===== src/voltage_detect_pkg.sv =====
package voltage_detect_pkg;

   // bus geometry
   localparam int ADDR_W = 4;
   localparam int DATA_W = 32;
   localparam int STRB_W = DATA_W / 8;

   // register byte addresses
   localparam logic [ADDR_W-1:0] CTRL_OFFSET = 4'h0;
   localparam logic [ADDR_W-1:0] FLAG_OFFSET = 4'h4;

   // voltage_detect_control field positions
   localparam int DIR_BIT = 7;
   localparam int UNUSED_BIT = 6;
   localparam int STABLE_BIT = 5;
   localparam int ENABLE_BIT = 4;
   localparam int LEVEL_MSB = 3;
   localparam int LEVEL_LSB = 0;
   localparam int LEVEL_W = LEVEL_MSB - LEVEL_LSB + 1;
   localparam logic [7:0] CTRL_RESET = 8'h05;
   localparam logic [LEVEL_W-1:0] LEVEL_EXTERNAL = 4'hf;
   localparam logic [LEVEL_W-1:0] LEVEL_MAX_INTERNAL = 4'he;

   // peripheral_flag_register field position
   localparam int EVENT_BIT = 2;
   localparam logic FLAG_RESET = 1'b0;

   // axi responses
   localparam logic [1:0] RESP_OKAY = 2'b00;
   localparam logic [1:0] RESP_SLVERR = 2'b10;

   // reference settling interval; least time, so rounded up
   localparam int CLK_PERIOD_NS = 10;
   localparam int STABILIZE_TIME_NS = 20000;
   localparam int STABILIZE_CYCLES = (STABILIZE_TIME_NS + CLK_PERIOD_NS - 1) / CLK_PERIOD_NS;
   localparam int COUNT_W = 12;

   typedef enum logic [1:0] {
      DET_OFF = 2'b00,
      DET_SETTLING = 2'b01,
      DET_ARMED = 2'b10
   } detector_state_type;

endpackage


===== src/supply_voltage_detect_ctrl.sv =====
// Summary of operation
// [RQ1] direction 1: event when supply at or above selected trip level
// [RQ2] direction 0: event when supply at or below selected trip level
// [RQ3] control bit 6 reads zero and ignores writes
// [RQ4] reference stable flag is read-only: 1 stable, 0 no events possible
// [RQ5] on every enable, hold stable flag low for settling interval, then set
// [RQ6] no event flag setting while reference stable flag is clear
// [RQ7] enable 1 powers and runs detector, enable 0 disables it fully
// [RQ8] 4-bit trip level picks one of 15 levels, 0000 lowest, 1110 highest
// [RQ9] trip level 1111 routes the external trip input to the comparator
// [RQ10] comparator trip in selected direction sets the event flag
// [RQ11] reset returns control register to reset state, detector disabled
// [RQ12] software clears event flag after enabling, stale event may remain
// [RQ13] detector runs in sleep; trip then sets flag and wakes device
// [RQ14] comparator output synchronised; event flag sticky until software clears
//
// The placing of the registers and the AXI4-Lite register port were left to the implementer.
`timescale 1ns/100ps

module supply_voltage_detect_ctrl #(
   parameter int STAB_CYCLES = voltage_detect_pkg::STABILIZE_CYCLES
) (
   input wire logic clk,
   input wire logic rst,
   input wire logic clk_en,
   input wire logic awvalid,
   output logic awready,
   input wire logic [voltage_detect_pkg::ADDR_W-1:0] awaddr,
   input wire logic [2:0] awprot,
   input wire logic wvalid,
   output logic wready,
   input wire logic [voltage_detect_pkg::DATA_W-1:0] wdata,
   input wire logic [voltage_detect_pkg::STRB_W-1:0] wstrb,
   output logic bvalid,
   input wire logic bready,
   output logic [1:0] bresp,
   input wire logic arvalid,
   output logic arready,
   input wire logic [voltage_detect_pkg::ADDR_W-1:0] araddr,
   input wire logic [2:0] arprot,
   output logic rvalid,
   input wire logic rready,
   output logic [voltage_detect_pkg::DATA_W-1:0] rdata,
   output logic [1:0] rresp,
   input wire logic cmp_at_or_above,
   input wire logic cmp_at_or_below,
   input wire logic sleep_mode,
   output logic detector_enable,
   output logic [voltage_detect_pkg::LEVEL_W-1:0] trip_level_select,
   output logic external_input_select,
   output logic detect_event_flag,
   output logic wake_request
);
   import voltage_detect_pkg::*;

   if (STAB_CYCLES < 1 || STAB_CYCLES > (1 << COUNT_W)) begin : g_bad_stab
      $error("STAB_CYCLES out of range for the settling counter");
   end

   localparam logic [COUNT_W-1:0] STAB_LAST = COUNT_W'(STAB_CYCLES - 1);

   // write channel holding
   logic aw_held;
   logic w_held;
   logic [ADDR_W-1:0] aw_addr_q;
   logic [DATA_W-1:0] w_data_q;
   logic [STRB_W-1:0] w_strb_q;
   logic do_write;
   logic wr_ctrl;
   logic wr_flag;
   logic wr_mapped;

   // control fields
   logic direction_select;

   // detector sequencing
   detector_state_type state;
   detector_state_type next_state;
   logic [COUNT_W-1:0] stab_count;
   logic reference_stable_flag;

   // comparator synchronisers
   logic above_meta;
   logic above_sync;
   logic below_meta;
   logic below_sync;
   logic trip_met;
   logic event_set;

   // read decode
   logic [DATA_W-1:0] next_rdata;
   logic [1:0] next_rresp;
   logic rd_was_ctrl;

   // awprot and arprot carry no meaning here; every access is accepted
   assign do_write = aw_held && w_held && !bvalid;
   assign wr_mapped = (aw_addr_q == CTRL_OFFSET) || (aw_addr_q == FLAG_OFFSET);
   assign wr_ctrl = do_write && (aw_addr_q == CTRL_OFFSET) && w_strb_q[0];
   assign wr_flag = do_write && (aw_addr_q == FLAG_OFFSET) && w_strb_q[0];

   // write address channel
   always_ff @(posedge clk) begin
      if (rst) begin
         awready <= 1'b1;
         aw_held <= 1'b0;
         aw_addr_q <= '0;
      end else if (clk_en) begin
         if (awvalid && awready) begin
            awready <= 1'b0;
            aw_held <= 1'b1;
            aw_addr_q <= awaddr;
         end else if (do_write) begin
            aw_held <= 1'b0;
         end else if (bvalid && bready) begin
            awready <= 1'b1;
         end
      end
   end

   // write data channel
   always_ff @(posedge clk) begin
      if (rst) begin
         wready <= 1'b1;
         w_held <= 1'b0;
         w_data_q <= '0;
         w_strb_q <= '0;
      end else if (clk_en) begin
         if (wvalid && wready) begin
            wready <= 1'b0;
            w_held <= 1'b1;
            w_data_q <= wdata;
            w_strb_q <= wstrb;
         end else if (do_write) begin
            w_held <= 1'b0;
         end else if (bvalid && bready) begin
            wready <= 1'b1;
         end
      end
   end

   // write response
   always_ff @(posedge clk) begin
      if (rst) begin
         bvalid <= 1'b0;
         bresp <= RESP_OKAY;
      end else if (clk_en) begin
         if (do_write) begin
            bvalid <= 1'b1;
            bresp <= wr_mapped ? RESP_OKAY : RESP_SLVERR;
         end else if (bvalid && bready) begin
            bvalid <= 1'b0;
         end
      end
   end

   // control register; the stable bit and bit 6 have no storage here
   always_ff @(posedge clk) begin
      if (rst) begin
         direction_select <= CTRL_RESET[DIR_BIT]; // RQ11
         detector_enable <= CTRL_RESET[ENABLE_BIT]; // RQ11
         trip_level_select <= CTRL_RESET[LEVEL_MSB:LEVEL_LSB]; // RQ11
         external_input_select <= (CTRL_RESET[LEVEL_MSB:LEVEL_LSB] == LEVEL_EXTERNAL);
      end else if (clk_en && wr_ctrl) begin
         direction_select <= w_data_q[DIR_BIT];
         detector_enable <= w_data_q[ENABLE_BIT]; // RQ7
         trip_level_select <= w_data_q[LEVEL_MSB:LEVEL_LSB]; // RQ8
         external_input_select <= (w_data_q[LEVEL_MSB:LEVEL_LSB] == LEVEL_EXTERNAL); // RQ9
      end
   end

   // settling sequence; a write sequence always shows enable low for at
   // least one cycle, so every re-enable passes through DET_OFF
   always_comb begin
      next_state = state;
      case (state)
         DET_OFF: begin
            if (detector_enable) begin
               next_state = DET_SETTLING; // RQ5
            end
         end
         DET_SETTLING: begin
            if (!detector_enable) begin
               next_state = DET_OFF; // RQ7
            end else if (stab_count == STAB_LAST) begin
               next_state = DET_ARMED; // RQ5
            end
         end
         DET_ARMED: begin
            if (!detector_enable) begin
               next_state = DET_OFF; // RQ7
            end
         end
         default: begin
            next_state = DET_OFF;
         end
      endcase
   end

   always_ff @(posedge clk) begin
      if (rst) begin
         state <= DET_OFF;
      end else if (clk_en) begin
         state <= next_state;
      end
   end

   always_ff @(posedge clk) begin
      if (rst) begin
         stab_count <= '0;
      end else if (clk_en) begin
         if (state == DET_SETTLING && next_state == DET_SETTLING) begin
            stab_count <= stab_count + 1'b1;
         end else begin
            stab_count <= '0;
         end
      end
   end

   always_ff @(posedge clk) begin
      if (rst) begin
         reference_stable_flag <= 1'b0;
      end else if (clk_en) begin
         reference_stable_flag <= (next_state == DET_ARMED); // RQ4 RQ5
      end
   end

   // comparator outputs are asynchronous to clk
   always_ff @(posedge clk) begin
      if (rst) begin
         above_meta <= 1'b0;
         above_sync <= 1'b0;
         below_meta <= 1'b0;
         below_sync <= 1'b0;
      end else if (clk_en) begin
         above_meta <= cmp_at_or_above; // RQ14
         above_sync <= above_meta; // RQ14
         below_meta <= cmp_at_or_below; // RQ14
         below_sync <= below_meta; // RQ14
      end
   end

   // equality raises both comparator outputs, so either direction trips there
   assign trip_met = direction_select ? above_sync : below_sync; // RQ1 RQ2
   assign event_set = reference_stable_flag && detector_enable && trip_met; // RQ6 RQ10

   // set wins over a clearing write in the same cycle
   always_ff @(posedge clk) begin
      if (rst) begin
         detect_event_flag <= FLAG_RESET;
      end else if (clk_en) begin
         if (event_set) begin
            detect_event_flag <= 1'b1; // RQ10
         end else if (wr_flag) begin
            detect_event_flag <= w_data_q[EVENT_BIT]; // RQ14
         end
      end
   end

   // wake follows the flag so a sleeping core sees a level, not a pulse
   always_ff @(posedge clk) begin
      if (rst) begin
         wake_request <= 1'b0;
      end else if (clk_en) begin
         wake_request <= sleep_mode && (event_set || detect_event_flag); // RQ13
      end
   end

   always_comb begin
      next_rdata = '0;
      next_rresp = RESP_OKAY;
      if (araddr == CTRL_OFFSET) begin
         next_rdata[DIR_BIT] = direction_select;
         next_rdata[UNUSED_BIT] = 1'b0; // RQ3
         next_rdata[STABLE_BIT] = reference_stable_flag; // RQ4
         next_rdata[ENABLE_BIT] = detector_enable;
         next_rdata[LEVEL_MSB:LEVEL_LSB] = trip_level_select;
      end else if (araddr == FLAG_OFFSET) begin
         next_rdata[EVENT_BIT] = detect_event_flag;
      end else begin
         next_rresp = RESP_SLVERR;
      end
   end

   always_ff @(posedge clk) begin
      if (rst) begin
         arready <= 1'b1;
         rvalid <= 1'b0;
         rdata <= '0;
         rresp <= RESP_OKAY;
         rd_was_ctrl <= 1'b0;
      end else if (clk_en) begin
         if (arvalid && arready) begin
            arready <= 1'b0;
            rvalid <= 1'b1;
            rdata <= next_rdata;
            rresp <= next_rresp;
            rd_was_ctrl <= (araddr == CTRL_OFFSET);
         end else if (rvalid && rready) begin
            rvalid <= 1'b0;
            arready <= 1'b1;
         end
      end
   end
endmodule // supply_voltage_detect_ctrl


===== config.mk =====
export PLATFORM = sky130hd
export DESIGN_NAME = supply_voltage_detect_ctrl
export DESIGN_NICKNAME = d
export VERILOG_FILES = /design/src/voltage_detect_pkg.sv /design/src/supply_voltage_detect_ctrl.sv
export SDC_FILE = /design/constraint.sdc
export NUM_CORES = 1
export LEC_CHECK = 0
export BUFFER_PORTS_ARGS = -buffer_cell sky130_fd_sc_hd__buf_4
export CAP_MARGIN = 10
export CORE_MARGIN = 8
export CORE_UTILIZATION = 46
export DETAILED_ROUTE_END_ITERATION = 10
export GPL_ROUTABILITY_DRIVEN = 0
export PLACE_DENSITY_LB_ADDON = 0.15
export SLEW_MARGIN = 20
export SYNTH_ARGS = -nofsm -noshare
export SYNTH_HDL_FRONTEND = slang
export SYNTH_SLANG_ARGS = --single-unit

===== constraint.sdc =====
create_clock -name clk -period 2.2 [get_ports clk]
set_input_delay 0.33 -clock clk [delete_from_list [all_inputs] [get_ports clk]]
set_output_delay 0.33 -clock clk [all_outputs]
set_load 0.02 [all_outputs]

==> impl_metrics.yaml <==
run_status:
  status: "complete, no violations"
placement:
  port_buffers: 47
  pre_cts_ws_ns: 0.440
  dp_hpwl_mm: 3.57
  dpl_cell_area_um2: 2670
cts:
  cts-resized-gates: 0
  root_buffer: "clkbuf_8"
  htreeDepth: 2
  clkSinkCount: 55
  cts.clk_slew.worst_paths_ns: 0.10
  cts_buffers: 5
  cts_tree: "yes"
  cts_hold_buf: 0
  clk_latency_ns: 0.32
  max-clock-path-buffers: 2
  cts_setup_buffers: 0
synth:
  synth_seq_cells: 55
  synth_cells: 269
  netlist_area_um2: 2370
  postSynthAreaPerCell_um2: 8.83
  synthFlopType: "dfxtp_1"
  synth-edff-count: 0
  yosys_warnings: 0
  postSynth.asyncResetShare_pct: 0
  synth.distinct_cells: 42
  seq_area_frac_synth_pct: 46.4
sta:
  hold_viol: 0
  max_clock_freq_mhz: 566
  fin_crit_sh_pct: 80.3
  timing.final.crit_period_ns: 1.77
  finalSetupViolations: 0
  slew_violations: 0
  fin_worst_skew_ns: 0.0116
  setup_slack_ns: 0.434
  tns_ns: 0
  hold_slack_ns: 0.245
  grt_setup_unrepaired: "no"
flow_run:
  drv_cap: 0
drt:
  vias: 1821
  routed_wl_mm: 4.88
  ant_nets: 0
  routed_via_density: 4.74
  drc: 0
  drtIter0Drc: 63
  dr.pass1.iters: 2
  drt-wirelength-per-cell_um: 12.7
power_and_ir_drop:
  power_leakage_nw: 1.14
  swShare_pct: 26.7
  intPower_mw: 1.32
  ir_drop_mv: 0.375
  powerDensity_nw_per_um2: 654
  netSwitchingPower_mw: 0.483
  clkPwrFrac_pct: 32.4
  seqPwrFrac_pct: 57.5
  p_comb_share_pct: 10.2
grt:
  grt_overflow: 0
  grt_max_degree: 46
  gr-usage-all-layers_pct: 12.8
  antenna_found_initial: 0
  grt_pass1_vias: 1729
  grt_pass1_wl_mm: 7.89
floorplanning:
  core_area_um2: 5040
  die_y_um: 87.9
  start_util_pct: 47.1
  die_area_um2: 7720
  row_count: 26
  die_w_um: 87.9
  io_pins: 110
cells_and_area:
  drive_gt1_share_pct: 18.5
  post-route-util_pct: 54.7
  n_fill_cell: 504
  final_nets: 375
  antenna_cells: 0
  finalInstanceArea_um2: 2760
  area_growth_pct: 16.2
critical_path:
  worstPathMaxFanout: 5
  crit_path_end_kind: "register"
  cp-start-kind: "register"
  r2r_setup_slack_ns: 0.43
  cp.arrival_ns: 2.02
  critPathKind: "reg -> reg"
  critical_path_required_ns: 2.45
worst_hold_path:
  hold_class: "in -> reg"
-- flip-flops by register name, summed over array words and instances (netlist names), 2 cells and up --
signal	count
stab_count	12
rdata	7
w_data_q	6
aw_addr_q	4
trip_level_select	4
state	2
-- metrics by stage --
stage | std cells | power (mW)
4_1_cts | 384 | 1.84
6_report | 384 | 1.80
3_5_place_dp | 376 | 1.24
3_3_place_gp | 376 | 1.24
2_1_floorplan | 295 | 1.22
5_1_grt | 384 | 1.89
-- critical path, cell delays in order, from the launching register on --
cell and delay, ns:
dfxtp_1 0.42, or4b_1 0.46, or4_1 0.43, or2_1 0.26
a21oi_1 0.13
-- path summary, 6_finish.rpt --
check	start	end	cells past startpoint
max	stab_count[6]	state[1]	4
min	awaddr[3]	aw_addr_q[3]	3
max reg2reg	stab_count[6]	state[1]	4
min reg2reg	external_input_select	external_input_select	2
-- layout make-up --
cell class	count	area, um2	share of cell area, %
multi-input cells	198	1090	39.6
clock buffers	5	68.8	2.49
repair buffers	49	368	13.3
clock inverters	3	26.3	0.952
inverters	4	15.0	0.544
flip-flops and latches	55	1100	39.9
well taps	70	87.6	3.17
-- routing by layer --
metal | global-route usage [%] | vias to the layer above | share of wire, %
li1 | - | 949 | -
met2 | 21.4 | 48 | 45
met4 | 4.69 | 0 | 1.3
met5 | 0 | - | 0
met3 | 4.03 | 6 | 7.6
met1 | 14.9 | 818 | 46
-- placed cells by master (no fill, tap or decap), drive strengths merged, types with 5 or more instances in the layout --
| master | Yosys | final |
|---|---|---|
| nand2 | 26 | 26 |
| clkbuf | 9 | 5 |
| xnor2 | 8 | 8 |
| nor2 | 45 | 45 |
| nand4 | 6 | 6 |
| mux2i | 14 | 14 |
| conb | 1 | 27 |
| a21oi | 16 | 16 |
| a22oi | 7 | 7 |
| nor3 | 7 | 7 |
| nand3 | 6 | 6 |
| buf | 29 | 49 |
| inv | 4 | 6 |
| dfxtp | 55 | 55 |
-- power by group through the flow --
stage | clock [mW] | combinational (mW) | sequential (mW)
after floorplan | 0 | 0.153 | 1.07
after global placement | 0 | 0.182 | 1.06
after detailed placement | 0 | 0.183 | 1.06
after CTS | 0.615 | 0.184 | 1.04
after global routing | 0.644 | 0.203 | 1.04
final | 0.584 | 0.184 | 1.04
-- cells by family (layout without fill, tap and decap cells) --
logic type	after synthesis	count (layout)	share of synthesized area, %
mux	15	15	6.37
compound gates	38	38	10.3
flops	55	55	46.4
buf+inv	42	61	11.7
other cells	1	27	0.158
simple gates	106	106	20.5
fa+ha+maj	1	1	0.527
xor+xnor	11	11	4.06
-- synth_stat cells (2+ instances only) --
| master | number | area share (%) |
|---|---|---|
| nand4b_1 | 2 | 0.74 |
| nor3_1 | 7 | 1.5 |
| clkbuf_1 | 8 | 1.3 |
| a31oi_1 | 3 | 0.79 |
| buf_4 | 27 | 8.5 |
| a211o_1 | 2 | 0.74 |
| and3_1 | 2 | 0.53 |
| a21oi_1 | 16 | 3.4 |
| o21bai_1 | 2 | 0.63 |
| nand4_1 | 6 | 1.6 |
| or4_1 | 2 | 0.63 |
| inv_1 | 4 | 0.63 |
| a22oi_1 | 7 | 2.2 |
| nand2_1 | 26 | 4.1 |
| xor2_1 | 3 | 1.1 |
| nand3_1 | 6 | 1.3 |
| xnor2_1 | 8 | 3.0 |
| dfxtp_1 | 55 | 46 |
| mux2i_1 | 14 | 5.9 |
| nor2_1 | 45 | 7.1 |
| a211oi_1 | 2 | 0.63 |
| nor4_1 | 2 | 0.53 |
No activity file was read; power rests on OpenSTA's default activity.
